$ cat src/verilog/asu_pkg.sv
// Constants for the asynchronous serial unit: map, fields, resets, counts.
// Assumes a 32-bit register bus with byte addresses, one word per register.
package asu_pkg;
  // Register byte offsets
  localparam logic [5:0] TB_ADDR = 6'h00;
  localparam logic [5:0] RB_ADDR = 6'h04;
  localparam logic [5:0] BRG_ADDR = 6'h08;
  localparam logic [5:0] MODE_ADDR = 6'h0C;
  localparam logic [5:0] C0_ADDR = 6'h10;
  localparam logic [5:0] C1_ADDR = 6'h14;
  localparam logic [5:0] SMA_ADDR = 6'h18;
  localparam logic [5:0] SMD_ADDR = 6'h24;
  localparam logic [5:0] SHARED_SERIAL_CONTROL_ADDR = 6'h28;
  // Serial mode select codes
  localparam logic [2:0] SMD_7BIT = 3'h4;
  localparam logic [2:0] SMD_8BIT = 3'h5;
  localparam logic [2:0] SMD_9BIT = 3'h6;
  // Mode register fields
  localparam int CLKDIR_POS = 3;
  localparam int STOPS_POS = 4;
  localparam int PODD_POS = 5;
  localparam int PON_POS = 6;
  localparam int POL_POS = 7;
  // Control zero fields
  localparam int SRC_POS = 0;
  localparam int HSDIR_POS = 2;
  localparam int SREMPTY_POS = 3;
  localparam int HSDIS_POS = 4;
  localparam int ODRAIN_POS = 5;
  localparam int ORDER_POS = 7;
  // Control one fields
  localparam int TXEN_POS = 0;
  localparam int TBE_POS = 1;
  localparam int RXEN_POS = 2;
  localparam int RXC_POS = 3;
  localparam int IRS_POS = 4;
  localparam int INV_POS = 6;
  // Shared control fields
  localparam int CLKOUTB_POS = 5;
  localparam int ALTCTS_POS = 6;
  // Receive buffer error fields
  localparam int OVR_POS = 12;
  localparam int FRM_POS = 13;
  localparam int PERR_POS = 14;
  localparam int SUM_POS = 15;
  // Reset values
  localparam logic [7:0] REG_RESET = 8'h00;
  localparam logic [8:0] DATA_RESET = 9'h000;
  // Sixteen divider output ticks per bit
  localparam logic [3:0] SUB_LAST = 4'hF;
  localparam logic [3:0] SUB_MID = 4'h7;
  // Prescaler terminal counts for divide by 1, 2, 8, 32
  localparam logic [4:0] PRE_F1 = 5'h00;
  localparam logic [4:0] PRE_F2 = 5'h01;
  localparam logic [4:0] PRE_F8 = 5'h07;
  localparam logic [4:0] PRE_F32 = 5'h1F;
  // Bus answers
  localparam logic [1:0] RESP_OK = 2'h0;
  localparam logic [1:0] RESP_ERR = 2'h2;
  typedef enum {TX_IDLE, TX_SHIFT} asu_tx_e;
  typedef enum {RX_IDLE, RX_START, RX_BITS, RX_DONE} asu_rx_e;
endpackage : asu_pkg

$ cat src/verilog/asu_baud.sv
// Baud generator: count source select, 8-bit reload divider.
// Assumes the external transfer clock pin is synchronous to clk.
`timescale 1ns/1ps
module asu_baud
  import asu_pkg::*;
(
  input wire logic clk,
  input wire logic arst_n,
  input wire logic [1:0] src_sel,
  input wire logic ext_sel,
  input wire logic ext_clk_i,
  input wire logic [7:0] reload,
  output logic tick
);
  logic [4:0] pre_reg;
  logic [4:0] pre_last;
  logic [7:0] div_reg;
  logic ext_prev_reg;
  logic src_tick;

  always_comb begin
    case (src_sel)
      2'h0: pre_last = PRE_F1;
      2'h1: pre_last = PRE_F8;
      2'h2: pre_last = PRE_F32;
      default: pre_last = PRE_F2;
    endcase
  end

  // Internal source or rising edges of the pin
  assign src_tick = ext_sel ? (ext_clk_i && !ext_prev_reg) : (pre_reg >= pre_last);

  always_ff @(posedge clk or negedge arst_n) begin
    if (!arst_n) begin
      pre_reg <= 5'h00;
      ext_prev_reg <= 1'b0;
    end else begin
      ext_prev_reg <= ext_clk_i;
      pre_reg <= (pre_reg >= pre_last) ? 5'h00 : pre_reg + 5'h01;
    end
  end

  // Divide by reload plus one
  always_ff @(posedge clk or negedge arst_n) begin
    if (!arst_n) begin
      div_reg <= 8'h00;
      tick <= 1'b0;
    end else begin
      tick <= 1'b0;
      if (src_tick) begin
        if (div_reg == 8'h00) begin
          div_reg <= reload;
          tick <= 1'b1;
        end else begin
          div_reg <= div_reg - 8'h01;
        end
      end
    end
  end
endmodule : asu_baud

$ cat src/verilog/asu_uart.sv
// One channel of the asynchronous serial unit with an AXI4-Lite register slave.
// Assumes all pins are synchronous to clk; the pad logic resolves pin enables.
// Notes on behaviour
// - On overrun the buffer is undefined and no receive request is raised.
// - Framing and parity flags are set when a character enters the buffer.
// - Mode select 100b, 101b, 110b gives 7, 8 or 9 bit characters.
// - Buffers use bits 0-6, 0-7 or 0-8 per character length.
// - Transmit pin idles high, or floats when open drain, until a transfer.
// - A receive-only channel keeps the transmit pin at idle high.
// - Clock direction 0 uses internal clock; 1 takes the clock pin as input.
// - Handshake pin is a port when disabled, else clear-to-send or request-to-send.
// - Channel 0 may take clear-to-send from the shared channel-1 pin.
// - Data invert flips character bits on send and on buffer read.
// - Polarity select inverts every bit at both serial pins.
// - Two source bits pick the count source of the 8-bit reload divider.
// - Stop count and parity enable and sense are selectable.
// - A read-only flag shows the transmit shift register empty.
// - Transmit buffer empty and receive complete flags sit in control one.
// - Separate enable bits allow transmission and reception.
// - Channels 0 and 1 take transmit request source from shared control.
// - Bit rate is the source over sixteen times reload plus one.
// - Overrun is flagged at the bit before the last stop when unread.
// - Error sum is set when any overrun, framing or parity error exists.
// - Send starts only if enabled, buffer full and, when the handshake pin is clear-to-send, that pin is low.
//
// Implementation choices: the AXI4-Lite interface to the registers and the address map.
`timescale 1ns/1ps
module asu_uart
  import asu_pkg::*;
#(
  parameter int CHANNEL = 0
) (
  input wire logic clk,
  input wire logic arst_n,
  input wire logic [5:0] s_axi_awaddr,
  input wire logic s_axi_awvalid,
  output logic s_axi_awready,
  input wire logic [31:0] s_axi_wdata,
  input wire logic [3:0] s_axi_wstrb,
  input wire logic s_axi_wvalid,
  output logic s_axi_wready,
  output logic [1:0] s_axi_bresp,
  output logic s_axi_bvalid,
  input wire logic s_axi_bready,
  input wire logic [5:0] s_axi_araddr,
  input wire logic s_axi_arvalid,
  output logic s_axi_arready,
  output logic [31:0] s_axi_rdata,
  output logic [1:0] s_axi_rresp,
  output logic s_axi_rvalid,
  input wire logic s_axi_rready,
  output logic serial_tx_o,
  output logic serial_tx_oe,
  input wire logic serial_rx_i,
  input wire logic transfer_clock_i,
  output logic transfer_clock_is_input,
  input wire logic handshake_i,
  output logic handshake_o,
  output logic handshake_oe,
  output logic handshake_is_port,
  input wire logic alt_handshake_i,
  input wire logic ch1_cts_selected,
  output logic tx_request,
  output logic rx_request
);
  if (CHANNEL < 0 || CHANNEL > 7) begin : g_bad
    $error("asu_uart: CHANNEL must be 0 to 7");
  end

  logic [7:0] brg_reg, mode_reg, c0_reg, c1_reg, shared_serial_control_reg;
  logic [7:0] sm_reg [4];
  logic [8:0] tb_reg, rb_reg;
  logic tb_empty_reg, ri_reg, oer_reg, fer_reg, per_reg;
  asu_tx_e tx_state;
  asu_rx_e rx_state;
  logic [12:0] tx_frame_reg;
  logic [3:0] tx_idx_reg, tx_sub_reg, tx_len_reg;
  logic tx_bit_reg;
  logic [11:0] rx_bits_reg;
  logic [3:0] rx_idx_reg, rx_sub_reg;
  logic ovr_pend_reg;
  logic bvalid_reg, rvalid_reg;
  logic [1:0] bresp_reg, rresp_reg;
  logic [31:0] rdata_reg;
  logic tick, async_on, msb8, inv, pol, par_on, par_odd, two_stop, irs;
  logic cts_in, cts_ok, tx_start, tx_last, rx_xfer, wr_en, rd_en;
  logic [3:0] nd, rx_len;
  logic [8:0] dmask, rb_view, rx_data, tb_data;
  logic [12:0] frame;
  logic rx_line, rx_par, rx_fe, txline;

  // Mode decode
  assign async_on = mode_reg[2:0] == SMD_7BIT || mode_reg[2:0] == SMD_8BIT || mode_reg[2:0] == SMD_9BIT;
  assign nd = (mode_reg[2:0] == SMD_7BIT) ? 4'h7 : (mode_reg[2:0] == SMD_9BIT) ? 4'h9 : 4'h8;
  assign dmask = (mode_reg[2:0] == SMD_7BIT) ? 9'h07F : (mode_reg[2:0] == SMD_9BIT) ? 9'h1FF : 9'h0FF;
  assign msb8 = c0_reg[ORDER_POS] && mode_reg[2:0] == SMD_8BIT;
  assign inv = c1_reg[INV_POS];
  assign pol = mode_reg[POL_POS];
  assign par_on = mode_reg[PON_POS];
  assign par_odd = mode_reg[PODD_POS];
  assign two_stop = mode_reg[STOPS_POS];
  assign irs = (CHANNEL < 2) ? shared_serial_control_reg[CHANNEL % 2] : c1_reg[IRS_POS];
  assign rx_len = nd + {3'h0, par_on} + {3'h0, two_stop} + 4'h1;

  asu_baud u_baud (
    .clk(clk),
    .arst_n(arst_n),
    .src_sel(c0_reg[SRC_POS +: 2]),
    .ext_sel(mode_reg[CLKDIR_POS]),
    .ext_clk_i(transfer_clock_i),
    .reload(brg_reg),
    .tick(tick)
  );
  assign transfer_clock_is_input = mode_reg[CLKDIR_POS];

  function automatic logic [8:0] asu_order(input logic [8:0] d, input logic rev);
    logic [8:0] r;
    r = d;
    if (rev) begin
      for (int i = 0; i < 8; i++) begin
        r[i] = d[7 - i];
      end
    end
    return r;
  endfunction : asu_order

  // Flow control pin
  assign cts_in = (CHANNEL == 0 && shared_serial_control_reg[ALTCTS_POS] && ch1_cts_selected && !shared_serial_control_reg[CLKOUTB_POS])
                  ? alt_handshake_i : handshake_i;
  assign cts_ok = c0_reg[HSDIS_POS] || c0_reg[HSDIR_POS] || !cts_in;
  assign handshake_is_port = c0_reg[HSDIS_POS];
  assign handshake_oe = !c0_reg[HSDIS_POS] && c0_reg[HSDIR_POS];
  assign handshake_o = !(c1_reg[RXEN_POS] && !ri_reg);

  // Transmit frame build
  assign tb_data = asu_order((tb_reg ^ (inv ? 9'h1FF : 9'h000)) & dmask, msb8);
  always_comb begin
    frame = 13'h1FFF;
    frame[0] = 1'b0;
    for (int i = 0; i < 9; i++) begin
      if (i < nd) begin
        frame[i + 1] = tb_data[i];
      end
    end
    if (par_on) begin
      frame[nd + 4'h1] = (^tb_data) ^ par_odd;
    end
  end

  assign tx_start = tx_state == TX_IDLE && async_on && tick && c1_reg[TXEN_POS] && !tb_empty_reg && cts_ok;
  assign tx_last = tx_state == TX_SHIFT && tick && tx_sub_reg == SUB_LAST && tx_idx_reg == tx_len_reg;
  assign wr_en = s_axi_awvalid && s_axi_wvalid && !bvalid_reg;
  assign rd_en = s_axi_arvalid && !rvalid_reg;

  always_ff @(posedge clk or negedge arst_n) begin
    if (!arst_n) begin
      tx_state <= TX_IDLE;
      tx_frame_reg <= 13'h1FFF;
      tx_idx_reg <= 4'h0;
      tx_sub_reg <= 4'h0;
      tx_len_reg <= 4'h0;
      tx_bit_reg <= 1'b1;
      tx_request <= 1'b0;
    end else begin
      tx_request <= 1'b0;
      if (!async_on) begin
        tx_state <= TX_IDLE;
        tx_bit_reg <= 1'b1;
      end else if (tx_start) begin
        tx_state <= TX_SHIFT;
        tx_frame_reg <= frame;
        tx_len_reg <= rx_len;
        tx_idx_reg <= 4'h0;
        tx_sub_reg <= 4'h0;
        tx_bit_reg <= 1'b0;
        tx_request <= !irs;
      end else if (tx_state == TX_SHIFT && tick) begin
        tx_sub_reg <= tx_sub_reg + 4'h1;
        if (tx_last) begin
          tx_state <= TX_IDLE;
          tx_bit_reg <= 1'b1;
          tx_request <= irs;
        end else if (tx_sub_reg == SUB_LAST) begin
          tx_idx_reg <= tx_idx_reg + 4'h1;
          tx_bit_reg <= tx_frame_reg[tx_idx_reg + 4'h1];
        end
      end
    end
  end

  // Transmit buffer and its empty flag; a write beside a load keeps the new data
  always_ff @(posedge clk or negedge arst_n) begin
    if (!arst_n) begin
      tb_reg <= DATA_RESET;
      tb_empty_reg <= 1'b1;
    end else if (wr_en && s_axi_awaddr == TB_ADDR && s_axi_wstrb[0]) begin
      tb_reg <= {s_axi_wstrb[1] ? s_axi_wdata[8] : tb_reg[8], s_axi_wdata[7:0]};
      tb_empty_reg <= 1'b0;
    end else if (tx_start) begin
      tb_empty_reg <= 1'b1;
    end
  end

  // Pin drive with polarity and open drain
  assign txline = tx_bit_reg ^ pol;
  assign serial_tx_o = c0_reg[ODRAIN_POS] ? 1'b0 : txline;
  assign serial_tx_oe = async_on && (!c0_reg[ODRAIN_POS] || !txline);

  // Receiver
  assign rx_line = serial_rx_i ^ pol;
  always_comb begin
    rx_data = 9'h000;
    for (int i = 0; i < 9; i++) begin
      if (i < nd) begin
        rx_data[i] = rx_bits_reg[i];
      end
    end
    rx_data = asu_order(rx_data, msb8);
  end
  assign rx_par = rx_bits_reg[nd];
  assign rx_fe = !rx_bits_reg[nd + {3'h0, par_on}] || (two_stop && !rx_bits_reg[rx_len - 4'h1]);
  assign rx_xfer = rx_state == RX_DONE && !ovr_pend_reg;

  always_ff @(posedge clk or negedge arst_n) begin
    if (!arst_n) begin
      rx_state <= RX_IDLE;
      rx_bits_reg <= 12'h000;
      rx_idx_reg <= 4'h0;
      rx_sub_reg <= 4'h0;
      ovr_pend_reg <= 1'b0;
    end else if (!async_on || !c1_reg[RXEN_POS]) begin
      rx_state <= RX_IDLE;
      ovr_pend_reg <= 1'b0;
    end else begin
      case (rx_state)
        RX_IDLE: begin
          rx_sub_reg <= 4'h0;
          ovr_pend_reg <= 1'b0;
          if (tick && !rx_line) begin
            rx_state <= RX_START;
          end
        end
        RX_START: begin
          if (tick) begin
            rx_sub_reg <= rx_sub_reg + 4'h1;
            if (rx_sub_reg == SUB_MID) begin
              rx_state <= rx_line ? RX_IDLE : RX_BITS;
              rx_sub_reg <= 4'h0;
              rx_idx_reg <= 4'h0;
            end
          end
        end
        RX_BITS: begin
          if (tick) begin
            rx_sub_reg <= rx_sub_reg + 4'h1;
            if (rx_sub_reg == SUB_LAST) begin
              rx_bits_reg[rx_idx_reg] <= rx_line;
              rx_idx_reg <= rx_idx_reg + 4'h1;
              if (rx_idx_reg == rx_len - 4'h2 && ri_reg) begin
                ovr_pend_reg <= 1'b1;
              end
              if (rx_idx_reg == rx_len - 4'h1) begin
                rx_state <= RX_DONE;
              end
            end
          end
        end
        default: begin
          rx_state <= RX_IDLE;
        end
      endcase
    end
  end

  // Receive buffer and flags; a transfer wins over a clearing read
  always_ff @(posedge clk or negedge arst_n) begin
    if (!arst_n) begin
      rb_reg <= DATA_RESET;
      ri_reg <= 1'b0;
      oer_reg <= 1'b0;
      fer_reg <= 1'b0;
      per_reg <= 1'b0;
      rx_request <= 1'b0;
    end else begin
      rx_request <= 1'b0;
      if (!c1_reg[RXEN_POS]) begin
        ri_reg <= 1'b0;
        oer_reg <= 1'b0;
        fer_reg <= 1'b0;
        per_reg <= 1'b0;
      end else if (rx_state == RX_DONE && ovr_pend_reg) begin
        oer_reg <= 1'b1;
        if (rd_en && s_axi_araddr == RB_ADDR) begin
          ri_reg <= 1'b0;
        end
      end else if (rx_xfer) begin
        rb_reg <= rx_data;
        ri_reg <= 1'b1;
        rx_request <= 1'b1;
        oer_reg <= 1'b0;
        fer_reg <= rx_fe;
        per_reg <= par_on && (((^rx_data) ^ rx_par) != par_odd);
      end else if (rd_en && s_axi_araddr == RB_ADDR) begin
        ri_reg <= 1'b0;
      end
    end
  end
  assign rb_view = (rb_reg ^ (inv ? 9'h1FF : 9'h000)) & dmask;

  // Configuration registers
  always_ff @(posedge clk or negedge arst_n) begin
    if (!arst_n) begin
      brg_reg <= REG_RESET;
      mode_reg <= REG_RESET;
      c0_reg <= REG_RESET;
      c1_reg <= REG_RESET;
      shared_serial_control_reg <= REG_RESET;
      for (int i = 0; i < 4; i++) begin
        sm_reg[i] <= REG_RESET;
      end
    end else if (wr_en && s_axi_wstrb[0]) begin
      if (s_axi_awaddr == BRG_ADDR) begin
        brg_reg <= s_axi_wdata[7:0];
      end else if (s_axi_awaddr == MODE_ADDR) begin
        mode_reg <= s_axi_wdata[7:0];
      end else if (s_axi_awaddr == C0_ADDR) begin
        c0_reg <= s_axi_wdata[7:0];
      end else if (s_axi_awaddr == C1_ADDR) begin
        c1_reg <= s_axi_wdata[7:0];
      end else if (s_axi_awaddr == SHARED_SERIAL_CONTROL_ADDR) begin
        shared_serial_control_reg <= s_axi_wdata[7:0];
      end else if (s_axi_awaddr >= SMA_ADDR && s_axi_awaddr <= SMD_ADDR && s_axi_awaddr[1:0] == 2'h0) begin
        sm_reg[s_axi_awaddr[3:2] - 2'h2] <= s_axi_wdata[7:0];
      end
    end
  end

  // Write answer
  assign s_axi_awready = wr_en;
  assign s_axi_wready = wr_en;
  always_ff @(posedge clk or negedge arst_n) begin
    if (!arst_n) begin
      bvalid_reg <= 1'b0;
      bresp_reg <= RESP_OK;
    end else if (wr_en) begin
      bvalid_reg <= 1'b1;
      bresp_reg <= (s_axi_awaddr > SHARED_SERIAL_CONTROL_ADDR || s_axi_awaddr == RB_ADDR || s_axi_awaddr[1:0] != 2'h0)
                   ? RESP_ERR : RESP_OK;
    end else if (s_axi_bready) begin
      bvalid_reg <= 1'b0;
    end
  end
  assign s_axi_bvalid = bvalid_reg;
  assign s_axi_bresp = bresp_reg;

  // Read answer; write-only registers read as zero
  assign s_axi_arready = rd_en;
  always_ff @(posedge clk or negedge arst_n) begin
    if (!arst_n) begin
      rvalid_reg <= 1'b0;
      rdata_reg <= 32'h0000_0000;
      rresp_reg <= RESP_OK;
    end else if (rd_en) begin
      rvalid_reg <= 1'b1;
      rresp_reg <= RESP_OK;
      rdata_reg <= 32'h0000_0000;
      if (s_axi_araddr == RB_ADDR) begin
        rdata_reg[8:0] <= rb_view;
        rdata_reg[OVR_POS] <= oer_reg;
        rdata_reg[FRM_POS] <= fer_reg;
        rdata_reg[PERR_POS] <= per_reg;
        rdata_reg[SUM_POS] <= oer_reg || fer_reg || per_reg;
      end else if (s_axi_araddr == MODE_ADDR) begin
        rdata_reg[7:0] <= mode_reg;
      end else if (s_axi_araddr == C0_ADDR) begin
        rdata_reg[7:0] <= c0_reg;
        rdata_reg[SREMPTY_POS] <= tx_state == TX_IDLE;
      end else if (s_axi_araddr == C1_ADDR) begin
        rdata_reg[7:0] <= c1_reg;
        rdata_reg[TBE_POS] <= tb_empty_reg;
        rdata_reg[RXC_POS] <= ri_reg;
      end else if (s_axi_araddr == SHARED_SERIAL_CONTROL_ADDR) begin
        rdata_reg[7:0] <= shared_serial_control_reg;
      end else if (s_axi_araddr >= SMA_ADDR && s_axi_araddr <= SMD_ADDR && s_axi_araddr[1:0] == 2'h0) begin
        rdata_reg[7:0] <= sm_reg[s_axi_araddr[3:2] - 2'h2];
      end else if (s_axi_araddr != TB_ADDR && s_axi_araddr != BRG_ADDR) begin
        rresp_reg <= RESP_ERR;
      end
    end else if (s_axi_rready) begin
      rvalid_reg <= 1'b0;
    end
  end
  assign s_axi_rvalid = rvalid_reg;
  assign s_axi_rdata = rdata_reg;
  assign s_axi_rresp = rresp_reg;
endmodule : asu_uart

$ cat config.mk
export PLATFORM = sky130hd
export DESIGN_NAME = asu_uart
export DESIGN_NICKNAME = d
export VERILOG_FILES = /design/src/verilog/asu_pkg.sv /design/src/verilog/asu_baud.sv /design/src/verilog/asu_uart.sv
export SDC_FILE = /design/constraint.sdc
export NUM_CORES = 1
export LEC_CHECK = 0
export BUFFER_PORTS_ARGS = -buffer_cell sky130_fd_sc_hd__buf_2
export CAP_MARGIN = 20
export CORE_ASPECT_RATIO = 1.4
export CORE_MARGIN = 4
export CORE_UTILIZATION = 59
export CTS_CLUSTER_SIZE = 14
export DETAILED_ROUTE_END_ITERATION = 10
export PLACE_DENSITY_LB_ADDON = 0.3
export SYNTH_ARGS = -nofsm -noshare
export SYNTH_HDL_FRONTEND = slang
export SYNTH_SLANG_ARGS = --single-unit
$ cat constraint.sdc
create_clock -name clk -period 4.15 [get_ports clk]
set_clock_uncertainty 0.05 [all_clocks]
set_input_delay 0.415 -clock clk [delete_from_list [all_inputs] [get_ports clk]]
set_output_delay 0.415 -clock clk [all_outputs]
set_load 0.02 [all_outputs]
==> results.cfg, run 1 <==
[logic_synthesis]
synth_area_per_cell_um2 = 10.68
synthMuxAreaShare_pct = 17.52
synth.yosys.seq_area_share_pct = 46.22
synth-xor-area-share_pct = 5.492
count_of_flip_flops_with_a_built_in_enable_after_synthesis = 0
synth_compound_gate_area_share_pct = 9.767
ys_seq_elements = 176
yosys.area.top_type_share_pct = 42.10
synth_top_family_by_area = multiplexers
netlist_instances = 896
synth_simple_gate_area_share_pct = 13.09
yosys.area_share.adder_pct = 3.269
synth_top_area_cell = dfrtp_1
postSynth.topFlopCell = dfrtp_1
yosys_warnings = 0
post_synth_instance_area_mm2 = 0.009569
asyncSetResetFlopFracSynth_pct = 100.0
synth_area_leaders = dfrtp_1 (42%), mux2_2 (11%), dfstp_2 (4.1%), mux4_2 (4.0%), xnor2_1 (3.8%)
post_synth_num_cell_types = 65

[worst_setup_path]
reg2reg_slack_ns = 0.31
cp.buffers_inverters = 3
critical_path_depth = 16
timing.critical_path.to_type = register
r2r.worst_path.cells = 16
timing.rr.start = mode_reg[2]$_DFFE_PN0P_
reg2reg_to = rx_state[1]$_DFFE_PN0P_
worstSetupStartpointType = register
critical_path.cell_chain = nor2b_1 -> ha_1 -> inv_1 -> ha_1 -> or3_1 -> nand3_1 -> o21ai_1 -> inv_1 -> ha_1 -> inv_1 -> o22ai_2 -> a31oi_4 -> xnor2_1 -> o31a_1 -> or4_1 -> a21oi_1
worst_setup_path_startpoint = mode_reg[2]$_DFFE_PN0P_
critical_path_peak_fanout = 9
timing_worst_setup_path_type = register to register
arrival_time_reported_for_the_critical_path_endpoint_ns = 4.14
crit_path_max_incr_delay_ns = 0.47
worstSetupEndpoint = rx_state[1]$_DFFE_PN0P_
timing.critical_path.max_delay_family = simple AND/OR/NAND/NOR gates
timing.critical_path.required_ns = 4.45
timing.critical_path.slowest_stage_cell = or4_1

[finish]
multi_input_comb_area_mm2 = 0.004781
n_fill_cell = 1209
insertedDiodeCount = 0
final_util_pct = 67.07
post_route_cells_drive_above_1_share_pct = 24.21
largest_reg_flops = 32
final_cell_mix = dfrtp_1 (161), nand2_1 (93), mux2_2 (90)
areaGrowthSynthToFinish_pct = 10.34
sequential_cell_area_in_the_final_layout_mm2 = 0.004423
leading_cell_type_in_the_layout_fill_and_taps_excluded = dfrtp_1
final_net_count = 1026

[drt]
drt_drc_violations_left = 0
top_signal_layer_used = met4
met2WireLength_um = 10870
detailedRoute.firstIterationViolations = 421
detail_route.vias_per_cell = 5.828
routed_wirelength_um = 20710
antenna_violating_nets_left = 0
wl_met1_um = 8665
drtPass1Iterations = 5
dr_total_vias = 6702
post_drt_wl_per_cell_um = 18.01
routed-wl-met3_um = 763

[floorplan]
die_area_mm2 = 0.01835
initial_utilization_pct = 60.79
core_footprint_mm2 = 0.01574
top_level_port_count = 109
die_h_um = 158.7
die_w_um = 115.6
cell_row_count = 54

[sta]
maxClockFrequency_mhz = 260.5
setup_viol = 0
min_period_over_period_pct = 92.49
post-route-min-period_ns = 3.838
final.setup.tns_ns = 0
timing_max_transition_violations_final = 0
hold_viol_final = 0
worst_pin_slew_ns = 1.059
rsz0062_at_grt = no
timing.slew.headroom_pct = 29.38

[cts]
clock_tree.root_cell = clkbuf_16
tritoncts.num_buffers = 17
tritoncts_clock_tree = done
worst_skew_pair.late_latency_ns = 0.44
clkSlewWorstSetupHoldPaths_ns = 0.07
postCtsSetupRepairBufs = 0
postCtsResizedCells = 0
numClockSinks = 176
hold_buffers = 0
cts_max_path_buffers = 2
cts_htree_levels = 4

[status]
run_status = complete, no violations

[flow_run]
max_cap_violations = 0

[global_route]
grt_pass1_vias = 6668
grt_antenna_before_repair = 0
gr-usage-all-layers_pct = 23.84
grt_first_pass_wirelength_um = 34010
final_global_route_overflow_total = 0
grt_max_degree = 113

[pwr]
powerDensity_mw_per_mm2 = 391.4
power.static_leakage_nw = 4.846
ir_worst_vdd_mv = 0.3461

[min_path]
worst_hold_path.num_cells = 1
holdCritPathClass = primary input to register

[place]
io_buffers = 62
dp.final_hpwl_um = 14730
place_congestion = 0.8130
[layer usage]
layer  up-vias  track usage [%]
li1       3193                -
met1      3320            30.51
met2       163            41.69
met3        26            3.308
met4         0            8.015
met5         -                0
[worst register-to-register path: stages (launching register included)]
cell and delay (ns):
dfrtp_1 0.46, nor2b_1 0.19, ha_1 0.41, inv_1 0.08, ha_1 0.25, or3_1 0.39, nand3_1 0.11, o21ai_1 0.13
inv_1 0.15, ha_1 0.16, inv_1 0.05, o22ai_2 0.18, a31oi_4 0.07, xnor2_1 0.16, o31a_1 0.29, or4_1 0.47
a21oi_1 0.16
[area by class of cell]
type | instances | share of cell area, %
well taps | 196 | 2.323
flip-flops and latches | 176 | 41.89
inverters | 27 | 0.9598
clock inverters | 14 | 1.422
clock buffers | 18 | 4.159
multi-input cells | 648 | 45.28
repair buffers | 71 | 3.970
[stage by stage]
step / setup slack (ns) / hold slack [ns] / total power (W) / instances / instance area [µm²]
after floorplan: 0.5672 / 0.06941 / 0.002404 / 916 / 9644
after global placement: 0.5149 / 0.4002 / 0.002544 / 1116 / 9932
after detailed placement: 0.4050 / 0.4045 / 0.002571 / 1116 / 9932
after CTS: 0.3115 / 0.04761 / 0.004162 / 1148 / 10520
after global routing: 0.04732 / 0.05552 / 0.004335 / 1150 / 10560
final: 0.3115 / 0.05565 / 0.004133 / 1150 / 10560
[kinds of logic after synthesis]
family                     Yosys count
adders and majority gates           25
muxes                              135
DFF                                176
other                                1
xor gates and xnor gates            60
AOI/OAI and AO/OA                  150
buffers and inverters               92
and+or+nand+nor                    257
[worst min path at each step]
| stage | from | endpoint |
|---|---|---|
| detailed placement | tx_frame_reg[10]$_DFFE_PN1P_ | tx_frame_reg[10]$_DFFE_PN1P_ |
| global route | transfer_clock_i | u_baud.ext_prev_reg$_DFF_PN0_ |
| global placement | tx_frame_reg[10]$_DFFE_PN1P_ | tx_frame_reg[10]$_DFFE_PN1P_ |
| CTS | transfer_clock_i | u_baud.ext_prev_reg$_DFF_PN0_ |
| finish | transfer_clock_i | u_baud.ext_prev_reg$_DFF_PN0_ |
| floorplan | arst_n | brg_reg[0]$_DFFE_PN0P_ |
[Yosys cell counts, types with 14 or more instances]
library cell / instances
nor2_1: 62
clkbuf_1: 30
dfstp_2: 15
mux2_2: 90
nor2b_1: 14
mux4_2: 17
buf_4: 22
xnor2_1: 41
o21ai_1: 14
inv_1: 27
nand2_1: 93
o21ai_0: 57
ha_1: 25
dfrtp_1: 161
xor2_1: 19
mux2i_1: 28
a21oi_1: 26
[report_power, final]
group,internal [W],switching [W]
clock network,0.000865,0.000727
logic,0.000275,0.000359
registers,0.00181,0.0000927
(Power assumes the default switching activity.)
==> run 2: changes to the inputs <==
clock period = 4.3 ns   (was 4.15 ns; I/O delays follow)
==> run 2 against run 1 <==
Effect of this change: sequential power decreased by 4%; critical path depth is the same; sequential share of layout area up 0.099 points; register-to-register slack improved by 0.16 ns; global-route usage down 0.26 points; combinational power down 3.6%; cell area shrank 0.24%; wire length increased by 0.82%; critical path type unchanged; clock power about the same; count of clock-buffer cells in the layout is the same; die area is the same.
==> results.cfg, run 2 (same netlist as run 1, synthesis figures left out) <==
[sta]
post-route-min-period_ns = 3.830
rsz0062_at_grt = no
setup_viol = 0
min_period_over_period_pct = 89.06
hold_viol_final = 0
maxClockFrequency_mhz = 261.1
worst_pin_slew_ns = 1.009
final.setup.tns_ns = 0
timing_max_transition_violations_final = 0
timing.slew.headroom_pct = 32.58
timing.hold.ws_ns = 0.07116

[cts]
worst_skew_pair.late_latency_ns = 0.43
tritoncts_clock_tree = done
clock_tree.root_cell = clkbuf_16
numClockSinks = 176
cts_htree_levels = 4
clkSlewWorstSetupHoldPaths_ns = 0.06
cts_max_path_buffers = 2
tritoncts.num_buffers = 17
postCtsSetupRepairBufs = 0

[drt]
drtPass1Iterations = 4
detail_route.vias_per_cell = 5.866
antenna_violating_nets_left = 0
detailedRoute.firstIterationViolations = 466
routed_wirelength_um = 20880
drt_drc_violations_left = 0
post_drt_wl_per_cell_um = 18.22
dr_total_vias = 6722

[floorplan]
die_w_um = 115.6
initial_utilization_pct = 60.79
core_footprint_mm2 = 0.01574
top_level_port_count = 109
die_h_um = 158.7
cell_row_count = 54
die_area_mm2 = 0.01835

[pwr]
ir_worst_vdd_mv = 0.2925
power.static_leakage_nw = 4.840
powerDensity_mw_per_mm2 = 380.7

[finish]
areaGrowthSynthToFinish_pct = 10.08
final_net_count = 1022
insertedDiodeCount = 0
sequential_cell_area_in_the_final_layout_mm2 = 0.004423
multi_input_comb_area_mm2 = 0.004781
largest_reg_flops = 32
post_route_cells_drive_above_1_share_pct = 23.89
final_cells = 1146
final_cell_mix = dfrtp_1 (161), nand2_1 (93), mux2_2 (90)
leading_cell_type_in_the_layout_fill_and_taps_excluded = dfrtp_1
n_fill_cell = 1259

[worst_setup_path]
timing.critical_path.required_ns = 4.60
reg2reg_slack_ns = 0.47
critical_path_depth = 16
cp.buffers_inverters = 3
arrival_time_reported_for_the_critical_path_endpoint_ns = 4.13
critical_path.cell_chain = nor2b_1 -> ha_1 -> inv_1 -> ha_1 -> or3_1 -> nand3_1 -> o21ai_1 -> inv_1 -> ha_1 -> inv_1 -> o22ai_2 -> a31oi_4 -> xnor2_1 -> o31a_1 -> or4_1 -> a21oi_1
timing.critical_path.to_type = register
reg2reg_to = rx_state[0]$_DFFE_PN0P_
timing_worst_setup_path_type = register to register
r2r.worst_path.cells = 16
critical_path_peak_fanout = 9
timing.critical_path.max_delay_family = simple AND/OR/NAND/NOR gates
crit_path_max_incr_delay_ns = 0.47
timing.critical_path.slowest_stage_cell = dfrtp_1
timing.rr.start = mode_reg[2]$_DFFE_PN0P_
worstSetupStartpointType = register

[global_route]
grt_pass1_vias = 6669
final_global_route_overflow_total = 0
grt_max_degree = 118
grt_antenna_before_repair = 0
gr-usage-all-layers_pct = 23.57
grt_first_pass_wirelength_um = 33670

[min_path]
worst_hold_path.num_cells = 1
holdCritPathClass = primary input to register
worstHoldStart = transfer_clock_i
hold-path-endpoint = u_baud.ext_prev_reg$_DFF_PN0_

[place]
placed_cells_incl_taps = 1112
io_buffers = 62
place_congestion = 0.8189
dp.final_hpwl_um = 14680

[status]
run_status = complete, no violations

[flow_run]
max_cap_violations = 0
[run 2: cell count changes in the layout (fill, tap and decap cells not counted), moves of 2 or more]
| cell | change |
|---|---|
| inv_6 | -3 |
| clkinv_2 | +3 |
| clkinv_4 | +2 |
| buf_4 | -4 |
| clkinvlp_4 | -2 |
[run 2: metal layers]
metal  global-route usage, %  vias to the layer above  share of wire, %
met5                       0                        -                 0
met4                   8.402                        0               1.8
met3                   3.840                       29               4.0
met2                   41.78                      139                53
met1                   29.08                     3376                41
li1                        -                     3178                 -
[run 2: report_power, final]
| part | internal, W | switching (W) | leakage, nW |
|---|---|---|---|
| clock network | 0.000881 | 0.000677 | 0.293 |
| registers | 0.00175 | 0.0000890 | 2.29 |
| logic | 0.000264 | 0.000347 | 2.26 |
[run 2: timing repair]
action / 4_1_cts / 5_1_grt
resized for setup: 0 / 0
hold buffers: 0 / 1
hold endpoints to repair: 0 / 38
[run 2: area by class of cell]
cell class | instances | area share [%]
repair buffers | 67 | 3.694
well taps | 196 | 2.328
multi-input cells | 648 | 45.39
clock inverters | 14 | 1.473
inverters | 27 | 0.9621
flip-flops and latches | 176 | 41.99
clock buffers | 18 | 4.169
[run 2: stage by stage]
| stage | utilization, % | area (µm²) | worst slack (ns) | total power [W] |
|---|---|---|---|---|
| floorplan | - | 9644 | 0.7172 | 0.002320 |
| global placement | 62.90 | 9902 | 0.6094 | 0.002457 |
| detailed placement | 62.90 | 9902 | 0.5331 | 0.002475 |
| CTS | 66.67 | 10500 | 0.4826 | 0.004033 |
| global route | 66.91 | 10530 | 0.1798 | 0.004187 |
| finish | 66.91 | 10530 | 0.4705 | 0.004010 |
[run 2: worst max-delay path by stage]
stage | startpoint | to | slack (ns)
after floorplan | mode_reg[0]$_DFFE_PN0P_ | rx_state[0]$_DFFE_PN0P_ | 0.72
after global placement | mode_reg[0]$_DFFE_PN0P_ | rx_state[1]$_DFFE_PN0P_ | 0.61
after detailed placement | mode_reg[2]$_DFFE_PN0P_ | rx_state[1]$_DFFE_PN0P_ | 0.53
after CTS | mode_reg[2]$_DFFE_PN0P_ | rx_state[1]$_DFFE_PN0P_ | 0.48
after global routing | mode_reg[2]$_DFFE_PN0P_ | rx_state[0]$_DFFE_PN0P_ | 0.18
final | mode_reg[2]$_DFFE_PN0P_ | rx_state[0]$_DFFE_PN0P_ | 0.47
